### src/ccde_pkg.sv
// Purpose: Shared constants and types of the call/clear/decrement execute block.
// Assumes: One instruction clock; 14-bit instruction words; 8-bit data path.
// Notes: Register offsets are byte indices on the plain register port.
package ccde_pkg;

    // ************************************************************
    // Instruction encodings
    // ************************************************************
    localparam logic [13:0] CALL_MASK = 14'h3800;
    localparam logic [13:0] CALL_MATCH = 14'h2000;
    localparam logic [13:0] CLR_WORK_CODE = 14'h0103;
    localparam logic [13:0] WDOG_CLR_CODE = 14'h0064;
    localparam logic [13:0] DEC_FILE_MASK = 14'h3f00;
    localparam logic [13:0] DEC_FILE_MATCH = 14'h0300;
    localparam int DEST_BIT = 7;

    // ************************************************************
    // Widths and sizes
    // ************************************************************
    localparam int PC_W = 13;
    localparam int IMM_W = 11;
    localparam int FADDR_W = 7;
    localparam int STACK_DEPTH = 8;
    localparam int SP_W = 3;
    localparam int FILE_DEPTH = 128;

    // ************************************************************
    // Register port map
    // ************************************************************
    localparam logic [7:0] ADDR_W = 8'h00;
    localparam logic [7:0] ADDR_STATUS = 8'h01;
    localparam logic [7:0] ADDR_PCH_LATCH = 8'h02;
    localparam logic [7:0] ADDR_PC_LO = 8'h03;
    localparam logic [7:0] ADDR_PC_HI = 8'h04;
    localparam logic [7:0] ADDR_WDOG = 8'h05;
    localparam logic [7:0] ADDR_PRESCALE = 8'h06;
    localparam logic [7:0] ADDR_STACK_LO = 8'h07;
    localparam logic [7:0] ADDR_STACK_HI = 8'h08;
    localparam int FILE_SEL_BIT = 7;

    // ************************************************************
    // Field positions and reset values
    // ************************************************************
    localparam int STATUS_Z_BIT = 2;
    localparam int STATUS_PWRDN_BIT = 3;
    localparam int STATUS_TMOUT_BIT = 4;
    localparam int PCH_LO_BIT = 3;
    localparam int PCH_HI_BIT = 4;
    localparam logic [7:0] STATUS_RESET = 8'h18;
    localparam logic [7:0] W_RESET = 8'h00;
    localparam logic [7:0] PCH_RESET = 8'h00;
    localparam logic [12:0] PC_RESET = 13'h0000;
    localparam logic [7:0] WDOG_CLEAR = 8'h00;
    localparam logic [7:0] PRESCALE_CLEAR = 8'h00;
    localparam logic [7:0] PRESCALE_FULL = 8'hff;

    typedef enum {
        OP_NONE,
        OP_CALL,
        OP_CLEAR_WORK,
        OP_WDOG_CLEAR,
        OP_DEC_FILE
    } ccde_op_e;

endpackage
### src/ccde_dec_if.sv
// Purpose: Carries an instruction word to the decoder and the decoded fields back.
// Assumes: Purely combinational path inside one clock domain.
// Notes: None.
`timescale 1ns/100ps
interface ccde_dec_if;
    logic [13:0] instr;
    ccde_pkg::ccde_op_e op;
    logic [10:0] imm;
    logic [6:0] faddr;
    logic dest;
    modport dec (input instr, output op, imm, faddr, dest);
    modport core (output instr, input op, imm, faddr, dest);
endinterface

### src/ccde_core.sv
// Purpose: Executes call, clear-working, watchdog-clear and decrement-file instructions.
// Assumes: Instructions arrive from logic on i_ref_clk; registers reached over a plain port.
// Notes: Unknown instructions only advance the program counter and pulse o_unsupported.
//
// Local design decisions: the strobed register port and the address map.
`timescale 1ns/100ps
module ccde_core (
    input wire logic i_ref_clk,
    input wire logic i_rst,
    input wire logic [13:0] i_instr,
    input wire logic i_instr_valid,
    input wire logic [7:0] i_addr,
    input wire logic [7:0] i_wdata,
    input wire logic i_wr,
    input wire logic i_rd,
    output logic [7:0] o_rdata,
    output logic o_busy,
    output logic o_unsupported,
    output logic [12:0] o_pc,
    output logic [7:0] o_w,
    output logic [7:0] o_status,
    output logic [12:0] o_stack_top,
    output logic [7:0] o_watchdog_counter
);

    // ************************************************************
    // State
    // ************************************************************
    logic [12:0] pc_reg, pc_next;
    logic [7:0] w_reg, w_next;
    logic [7:0] status_reg, status_next;
    logic [7:0] pch_reg, pch_next;
    logic [7:0] wdog_reg, wdog_next;
    logic [7:0] prescale_reg, prescale_next;
    // The stack pointer wraps silently after eight pushes.
    logic [2:0] sp_reg, sp_next;
    logic busy_reg, busy_next;
    logic unsup_reg, unsup_next;
    logic [7:0] rdata_reg, rdata_next;
    logic [12:0] stack_mem [ccde_pkg::STACK_DEPTH];
    logic [7:0] file_mem [ccde_pkg::FILE_DEPTH];
    logic stack_we;
    logic [2:0] stack_wa;
    logic [12:0] stack_wd;
    logic file_we;
    logic [6:0] file_wa;
    logic [7:0] file_wd;
    logic [7:0] file_rd;
    logic [7:0] dec_res;
    logic take;

    // ************************************************************
    // Decoder
    // ************************************************************
    ccde_dec_if dec_bus ();

    ccde_decode u_decode (
        .bus(dec_bus)
    );

    assign dec_bus.instr = i_instr;

    // ************************************************************
    // Helper functions
    // ************************************************************
    // Program counter arithmetic wraps at thirteen bits.
    function automatic logic [12:0] pc_inc(input logic [12:0] pc);
        pc_inc = pc + 13'h0001;
    endfunction

    function automatic logic is_zero(input logic [7:0] v);
        is_zero = (v == 8'h00);
    endfunction

    // ************************************************************
    // Next-state logic
    // ************************************************************
    always_comb
    begin
        pc_next = pc_reg;
        w_next = w_reg;
        status_next = status_reg;
        pch_next = pch_reg;
        sp_next = sp_reg;
        busy_next = 1'b0;
        unsup_next = 1'b0;
        rdata_next = 8'h00;
        stack_we = 1'b0;
        stack_wa = sp_reg;
        stack_wd = pc_reg;
        file_we = 1'b0;
        file_wa = i_addr[6:0];
        file_wd = i_wdata;
        file_rd = file_mem[dec_bus.faddr];
        dec_res = file_rd - 8'h01;
        take = i_instr_valid && !busy_reg;

        // The prescaler runs every cycle and carries into the watchdog counter.
        prescale_next = prescale_reg + 8'h01;
        wdog_next = wdog_reg;
        if (prescale_reg == ccde_pkg::PRESCALE_FULL)
        begin
            wdog_next = wdog_reg + 8'h01;
        end

        // Software writes come first so that an instruction in the same cycle wins.
        if (i_wr)
        begin
            if (i_addr[ccde_pkg::FILE_SEL_BIT])
            begin
                file_we = 1'b1;
            end
            else
            begin
                case (i_addr)
                    ccde_pkg::ADDR_W: w_next = i_wdata;
                    ccde_pkg::ADDR_STATUS: status_next = i_wdata;
                    ccde_pkg::ADDR_PCH_LATCH: pch_next = i_wdata;
                    ccde_pkg::ADDR_PC_LO: pc_next = {pc_reg[12:8], i_wdata};
                    ccde_pkg::ADDR_PC_HI: pc_next = {i_wdata[4:0], pc_reg[7:0]};
                    default: ;
                endcase
            end
        end

        // A word offered in the second call cycle is dropped, not queued.
        if (take)
        begin
            case (dec_bus.op)
                ccde_pkg::OP_CALL:
                begin
                    // The pc holds during the second call cycle.
                    stack_we = 1'b1;
                    stack_wd = pc_inc(pc_reg);
                    sp_next = sp_reg + 3'h1;
                    pc_next = {pch_reg[ccde_pkg::PCH_HI_BIT:ccde_pkg::PCH_LO_BIT],
                               dec_bus.imm};
                    busy_next = 1'b1;
                end
                ccde_pkg::OP_CLEAR_WORK:
                begin
                    w_next = ccde_pkg::W_RESET;
                    status_next[ccde_pkg::STATUS_Z_BIT] = 1'b1;
                    pc_next = pc_inc(pc_reg);
                end
                ccde_pkg::OP_WDOG_CLEAR:
                begin
                    wdog_next = ccde_pkg::WDOG_CLEAR;
                    prescale_next = ccde_pkg::PRESCALE_CLEAR;
                    status_next[ccde_pkg::STATUS_TMOUT_BIT] = 1'b1;
                    status_next[ccde_pkg::STATUS_PWRDN_BIT] = 1'b1;
                    pc_next = pc_inc(pc_reg);
                end
                ccde_pkg::OP_DEC_FILE:
                begin
                    // The zero flag follows the result for either destination.
                    status_next[ccde_pkg::STATUS_Z_BIT] = is_zero(dec_res);
                    if (dec_bus.dest)
                    begin
                        file_we = 1'b1;
                        file_wa = dec_bus.faddr;
                        file_wd = dec_res;
                    end
                    else
                    begin
                        w_next = dec_res;
                    end
                    pc_next = pc_inc(pc_reg);
                end
                default:
                begin
                    // Unknown words only step the pc and raise a one-cycle flag.
                    unsup_next = 1'b1;
                    pc_next = pc_inc(pc_reg);
                end
            endcase
        end

        // Read data stand for one cycle only and read zero otherwise.
        if (i_rd)
        begin
            if (i_addr[ccde_pkg::FILE_SEL_BIT])
            begin
                rdata_next = file_mem[i_addr[6:0]];
            end
            else
            begin
                case (i_addr)
                    ccde_pkg::ADDR_W: rdata_next = w_reg;
                    ccde_pkg::ADDR_STATUS: rdata_next = status_reg;
                    ccde_pkg::ADDR_PCH_LATCH: rdata_next = pch_reg;
                    ccde_pkg::ADDR_PC_LO: rdata_next = pc_reg[7:0];
                    ccde_pkg::ADDR_PC_HI: rdata_next = {3'h0, pc_reg[12:8]};
                    ccde_pkg::ADDR_WDOG: rdata_next = wdog_reg;
                    ccde_pkg::ADDR_PRESCALE: rdata_next = prescale_reg;
                    ccde_pkg::ADDR_STACK_LO: rdata_next = stack_mem[sp_reg - 3'h1][7:0];
                    ccde_pkg::ADDR_STACK_HI:
                        rdata_next = {3'h0, stack_mem[sp_reg - 3'h1][12:8]};
                    default: rdata_next = 8'h00;
                endcase
            end
        end
    end

    // ************************************************************
    // Registers
    // ************************************************************
    always_ff @(posedge i_ref_clk or posedge i_rst)
    begin
        if (i_rst)
        begin
            pc_reg <= ccde_pkg::PC_RESET;
            w_reg <= ccde_pkg::W_RESET;
            status_reg <= ccde_pkg::STATUS_RESET;
            pch_reg <= ccde_pkg::PCH_RESET;
            wdog_reg <= ccde_pkg::WDOG_CLEAR;
            prescale_reg <= ccde_pkg::PRESCALE_CLEAR;
            sp_reg <= 3'h0;
            busy_reg <= 1'b0;
            unsup_reg <= 1'b0;
            rdata_reg <= 8'h00;
        end
        else
        begin
            pc_reg <= pc_next;
            w_reg <= w_next;
            status_reg <= status_next;
            pch_reg <= pch_next;
            wdog_reg <= wdog_next;
            prescale_reg <= prescale_next;
            sp_reg <= sp_next;
            busy_reg <= busy_next;
            unsup_reg <= unsup_next;
            rdata_reg <= rdata_next;
        end
    end

    // ************************************************************
    // Storage arrays
    // ************************************************************
    // Storage arrays have no reset; software initialises the file registers.
    // The file array has one write port shared by software and instructions.
    always_ff @(posedge i_ref_clk)
    begin
        if (stack_we)
        begin
            stack_mem[stack_wa] <= stack_wd;
        end
        if (file_we)
        begin
            file_mem[file_wa] <= file_wd;
        end
    end

    // ************************************************************
    // Stack top copy
    // ************************************************************
    // The stack top copy is a flop so the output needs no array read path.
    logic [12:0] stack_top_reg, stack_top_next;

    always_comb
    begin
        stack_top_next = stack_top_reg;
        if (stack_we)
        begin
            stack_top_next = stack_wd;
        end
    end

    always_ff @(posedge i_ref_clk or posedge i_rst)
    begin
        if (i_rst)
        begin
            stack_top_reg <= ccde_pkg::PC_RESET;
        end
        else
        begin
            stack_top_reg <= stack_top_next;
        end
    end

    // ************************************************************
    // Outputs
    // ************************************************************
    assign o_rdata = rdata_reg;
    assign o_busy = busy_reg;
    assign o_unsupported = unsup_reg;
    assign o_pc = pc_reg;
    assign o_w = w_reg;
    assign o_status = status_reg;
    assign o_stack_top = stack_top_reg;
    assign o_watchdog_counter = wdog_reg;

endmodule

### src/ccde_decode.sv
// Purpose: Decodes the four executed instructions and extracts their operands.
// Assumes: Instruction word is stable while decoded.
// Notes: Any other word decodes to OP_NONE.
`timescale 1ns/100ps
module ccde_decode (
    ccde_dec_if.dec bus
);
    always_comb
    begin
        bus.imm = bus.instr[10:0];
        bus.faddr = bus.instr[6:0];
        bus.dest = bus.instr[ccde_pkg::DEST_BIT];
        if ((bus.instr & ccde_pkg::CALL_MASK) == ccde_pkg::CALL_MATCH)
        begin
            bus.op = ccde_pkg::OP_CALL;
        end
        else if (bus.instr == ccde_pkg::CLR_WORK_CODE)
        begin
            bus.op = ccde_pkg::OP_CLEAR_WORK;
        end
        else if (bus.instr == ccde_pkg::WDOG_CLR_CODE)
        begin
            bus.op = ccde_pkg::OP_WDOG_CLEAR;
        end
        else if ((bus.instr & ccde_pkg::DEC_FILE_MASK) == ccde_pkg::DEC_FILE_MATCH)
        begin
            bus.op = ccde_pkg::OP_DEC_FILE;
        end
        else
        begin
            bus.op = ccde_pkg::OP_NONE;
        end
    end
endmodule

### config.mk
export PLATFORM = sky130hd
export DESIGN_NAME = ccde_core
export DESIGN_NICKNAME = d
export VERILOG_FILES = /design/src/ccde_pkg.sv /design/src/ccde_dec_if.sv /design/src/ccde_core.sv /design/src/ccde_decode.sv
export SDC_FILE = /design/constraint.sdc
export NUM_CORES = 2
export LEC_CHECK = 0
export BUFFER_PORTS_ARGS = -buffer_cell sky130_fd_sc_hd__buf_2
export CORE_MARGIN = 4
export CORE_UTILIZATION = 40
export CTS_CLUSTER_SIZE = 10
export DETAILED_ROUTE_END_ITERATION = 10
export MAX_ROUTING_LAYER = met4
export SETUP_SLACK_MARGIN = 0.05
export SLEW_MARGIN = 10
export SYNTH_ARGS = -nofsm -noshare
export SYNTH_HDL_FRONTEND = slang
export SYNTH_SLANG_ARGS = --single-unit
### constraint.sdc
create_clock -name i_ref_clk -period 9.11 [get_ports i_ref_clk]
set_clock_uncertainty 0.05 [all_clocks]
set_input_delay 0.4555 -clock i_ref_clk [delete_from_list [all_inputs] [get_ports i_ref_clk]]
set_output_delay 0.4555 -clock i_ref_clk [all_outputs]
set_load 0.1 [all_outputs]
# Word level (Yosys, flattened, before mapping)
# Memory sizes are Yosys's and may differ from the RTL's.
# Index checks and enable logic that the tools add are counted.
# word_totals
rom_bits	0
reg_bits	79
ram_bits	1128
wordCells	105
inputBits	35
memories	2
out_inout_bits	60
latchBits	0
# memory_table
memory	words	word_bits	rd	rd_clocked_by_memory_dff	write_ports	line_no	text
file_mem	128	8	2	0	1	ccde_core.sv:41	logic [7:0] file_mem [ccde_pkg::FILE_DEPTH];
stack_mem	8	13	1	0	1	ccde_core.sv:40	logic [12:0] stack_mem [ccde_pkg::STACK_DEPTH];
# op_classes
eq_ne	20
n_mux	50
addsub	6
n_shift	0
n_div	0
order_cmp	0
reduce_logical	13
bitwise_logic	1
mul	0
# ops
operator	count
8-bit two-way mux	15
32-bit two-way mux	3
13-bit two-way mux	6
8-bit case mux with 9 select lines	1
32-bit by 2-bit == test with 1-bit output (second input constant)	2
32-bit by 1-bit == test with 1-bit output (second input constant)	1
32-bit by 3-bit == test with 1-bit output (second input constant)	1
8-bit by 3-bit == test with 1-bit output (second input constant)	4
13-bit case mux with 2 select lines	1
7-bit two-way mux	3
8-bit by 1-bit adder with 8-bit output (second input constant)	2
8-bit by 2-bit == test with 1-bit output (second input constant)	2
8-bit zero test	2
8-bit case mux with 2 select lines	1
5-bit two-way mux	3
14-bit by 7-bit == test with 1-bit output (second input constant)	1
14-bit by 9-bit == test with 1-bit output (second input constant)	1
13-bit by 1-bit adder with 13-bit output (second input constant)	1
1-bit two-way mux	13
8-bit by 1-bit == test with 1-bit output (second input constant)	1
8-bit by 4-bit == test with 1-bit output (second input constant)	1
8-bit == test (second input constant)	1
4-bit AND reduction	2
8-bit by 1-bit subtractor with 8-bit output (second input constant)	1
16 further kinds	21

# Depth between registers and ports, before layout
# logic_depth
ltp_word	10
depth_mapped	17
ltp_nobuf	12

# Cells and area by module
# Synthesis repeated with hierarchy kept, for this count alone.
# hier_totals
hier_cells	3160
hier_area_um2	57209.9
# by_module_without_submodules
module	seq_area_each_um2	area_per_inst_um2	instances	cells_each
ccde_core	35851.9	56751.9	1	3098
ccde_decode	0.0	457.9	1	62

# Worst setup path before layout
# OpenSTA, ideal clock, no wires.
# synth_path
path_kind	in2reg
start	input i_instr[1]
end	memory file_mem[0][3], data pin
required_time_ns	7.863
t_arrival_ns	7.379
stages	11
n_path_buf	3
slack_ns	0.483
setup_time_ns	1.197
cell_sequence	buf_2 -> buf_2 -> clkbuf_1 -> mux4_2 -> mux2i_1 -> o22ai_1 -> nor3_1 -> o21ai_1 -> nor2_1 -> xnor2_1 -> o21ai_0
# synth_via
elab_chain_cells	7
elab_cells_between_ends	11
cone_classes	add/sub: 1; eq/ne: 3; mux: 6; memory: 1
# synth_lines
element	line_no	text
start, declared	ccde_core.sv:10	input wire logic [13:0] i_instr,
parallel branches: the longest is 5 deep, another holds memory 128 x 8 bit	-	
8-bit two-way mux (*)	ccde_core.sv:129	case (dec_bus.op)
8-bit two-way mux (*)	ccde_core.sv:127	if (take)
via file_wd[3]	ccde_core.sv:47	logic [7:0] file_wd;
end, declared	ccde_core.sv:41	
# Mark *: on every way through the listed nets, which the timed path passes.

# Worst setup path in the final report
# layout_path
start	input i_instr[1]
end	memory file_mem[77][5], data pin
# The elaborated chain is that of the path after synthesis.

==> results_dict.tcl <==
set metrics [dict create \
    syn-cell-area_um2 56700 \
    dr_wl_met3_um 19940 \
    synthTopCellsByCount "1128 x edfxtp_1, 576 x mux4_2, 213 x nor2_1, 154 x mux2i_1, 123 x nand2_1" \
    cts.sinks 1207 \
    met2WireLength_um 80860 \
    drtAntennaViolNets 0 \
    post_cts_resize_count 0 \
    setup_viol 0 \
    fp.coreArea_um2 140200 \
    critPathMaxFanout 65 \
    grt_pass1_wl_um 254800 \
    internal_power_w 0.009709 \
    vias 33100 \
    max-vdd-ir-drop_mv 0.1994 \
    synthCells 3064 \
    avgSynthCellArea_um2 18.51 \
    fmax_ghz 0.1714 \
    worst_pin_slew_ps 1433 \
    r2r_start "file_mem[87][1]" \
    switching_power_w 0.003465 \
    dp_cells 4893 \
    hp-start "i_wdata[4]" \
    maxUsedRoutingLayer "met4" \
    critPathKind "in -> reg" \
    p_clk_share_pct 38.9 \
    die-area_um2 147800 \
    final_cell_count_no_fill 5103 \
    drv_cap 0 \
    cp.required_ps 9530 \
    yosysTopAreaCell "edfxtp_1" \
    die_y_um 384.5 \
    viasPerCell 6.486 \
    post-route-period-util_pct 64.05 \
    rows 137 \
    grt_setup_unrepaired "false" \
    clockBufferDepth 3 \
    cts_max_level 4 \
    slew_headroom_pct 3.461 \
    grt_usage_pct 25.12 \
    synth.net_count 3106 \
    p_per_area_nw_per_um2 207.8 \
    leakage_nw 20.36 \
    routedWlPerCell_um 35.34 \
    drtIter0Drc 4648 \
    p_total_w 0.01317 \
    critPathCaptureType "register" \
    hpwl_um 117600 \
    arrival_ps 6260 \
    routed_wl_um 180300 \
    crit_start "i_instr[1]" \
    hold_viol_final 0 \
    drt_drc_violations_left 0 \
    grt_pass1_vias 32580 \
    largest_reg_flops 1024 \
    reg_top3 "file_mem (1024), stack_mem (104)" \
    path_clk_slew_ps 50 \
    globalRoute.totalOverflow 0 \
    setup_tns_ps 0 \
    finalNetCount 3210 \
    post-route-min-period_ps 5835 \
    yosysMostFrequentCell "edfxtp_1" \
    placement.cell_area_um2 59290 \
    place_congestion 0.9730 \
    root_buffer "clkbuf_16" \
    start_kind "primary input" \
    first_pass_iters 8 \
    slew_violations 0 \
    seq_power_share_pct 47.4 \
    dominantRegCellSynth "edfxtp_1" \
    cts_tree "built" \
    synthDistinctLibCells 75 \
    final_area_um2 63400 \
    io_pins 95 \
    largest-register "file_mem" \
    synthTopCellsByArea "edfxtp_1 60%, mux4_2 23%, dfrtp_1 3.4%" \
    seq_area_frac_synth_pct 63.23 \
    outcome "finished clean" \
    yosysWarnings 0 \
    area_delta_synth_final_pct 11.81 \
    drive_gt1_share_pct 30.53 \
    combPwrFrac_pct 13.6 \
    grt_max_degree 129 \
    synth.top_cell.area_share_pct 59.74 \
    async_flop_share_pct 6.545 \
    numCtsBuffers 142 \
    switching_share_pct 26.30 \
    antenna_found_initial 4 \
    synth_edf_count 1128 \
    clock_latency_ps 780 \
    portBuffers 94 \
    hp-class "in -> reg" \
    start_util_pct 40.44 \
    die_w_um 384.5 \
    ys_seq_elements 1207 \
    wl_met1_um 71940 \
]
layout make-up:
class                      count  area, µm²
fill                       12020      76820
sequential                  1207      35850
multi-input combinational   1614      19790
clock buffer                 183       3781
tap                         1876       2347
timing repair buffer         183       1315
clock inverter                19      231.5
inverter                      20      76.32
antenna                        1      2.502
power by group through the flow:
stage               Sequential, W  Combinational (W)  Clock, W
floorplan                 0.00658            0.00101         0
global placement          0.00636            0.00178         0
detailed placement        0.00636            0.00179         0
finish                    0.00625            0.00180   0.00513
global route              0.00625            0.00188   0.00544
CTS                       0.00625            0.00179   0.00519
cell families after synthesis:
kind of cell	after synthesis	synth area share, %
flops	1207	63.23
compound gates	291	3.588
mux	757	26.13
buf+inv	243	2.088
xor+xnor	45	0.6951
simple gates	514	4.111
fa+ha+maj	7	0.1545
worst max-delay path: stages:
cell and delay (ps):
clkbuf_8 430, buf_4 910, mux4_2 430, mux2i_1 420
nor2_1 80, nor4_1 630, a32o_1 430, o21ai_1 290
nor3_1 280, xnor2_1 270, mux2_4 770, buf_4 670
timing repair:
| action | CTS | global route |
|---|---|---|
| endpoints found under the hold margin | 34 | 0 |
| buffers inserted | 0 | 0 |
| hold buffers | 6 | 0 |
cells in the final DEF, fill, tap and decap left out, types with 6 or more instances in the layout:
cell type and n:
buf_2 87, xnor2_1 27, and2_1 8, mux2i_1 154, dfrtp_1 76, nand4_1 13
nand3_1 49, a31oi_1 16, xor2_1 18, nor2_2 8, mux4_2 576, nor2_1 206
nor2b_1 12, mux2_2 23, and3_1 18, clkbuf_16 145, buf_4 76, a22o_1 12
a22oi_1 66, a221oi_1 8, inv_1 18, ha_1 7, o22ai_1 20, a211oi_1 12
edfxtp_1 1128, clkbuf_1 37, buf_12 7, nand2b_1 18, o21ai_0 41, nor3_1 16
nor4_1 7, a21oi_1 53, nand2_1 122, dlygate4sd3_1 6
worst paths after layout:
path	endpoint	slack (ps)	cells after the start
hold / removal	o_status[4]	60	3
setup reg to reg	file_mem[77][5]	3950	10
setup / recovery	file_mem[77][5]	3270	12
hold reg to reg	o_stack_top[10]	430	2
min in group asynchronous	prescale_reg[5]	150	3
max in group asynchronous	sp_reg[0]	7710	4
metal layers:
layer	up-vias	GRT usage (%)
met4	0	9.505
li1	13060	-
met2	2118	36.16
met5	-	-
met1	17550	34.73
met3	368	6.187
through the flow:
stage | util (%) | worst slack (ps) | hold slack (ps)
6_report | 45.21 | 3275 | 56.96
5_1_grt | 45.21 | 3182 | 36.57
4_1_cts | 45.19 | 3436 | 1.270
3_5_place_dp | 42.29 | 2634 | 393.9
3_3_place_gp | 42.28 | 2701 | 391.1
2_1_floorplan | - | 483.2 | 419.5
Note: power is estimated with default switching activity, not from simulation.
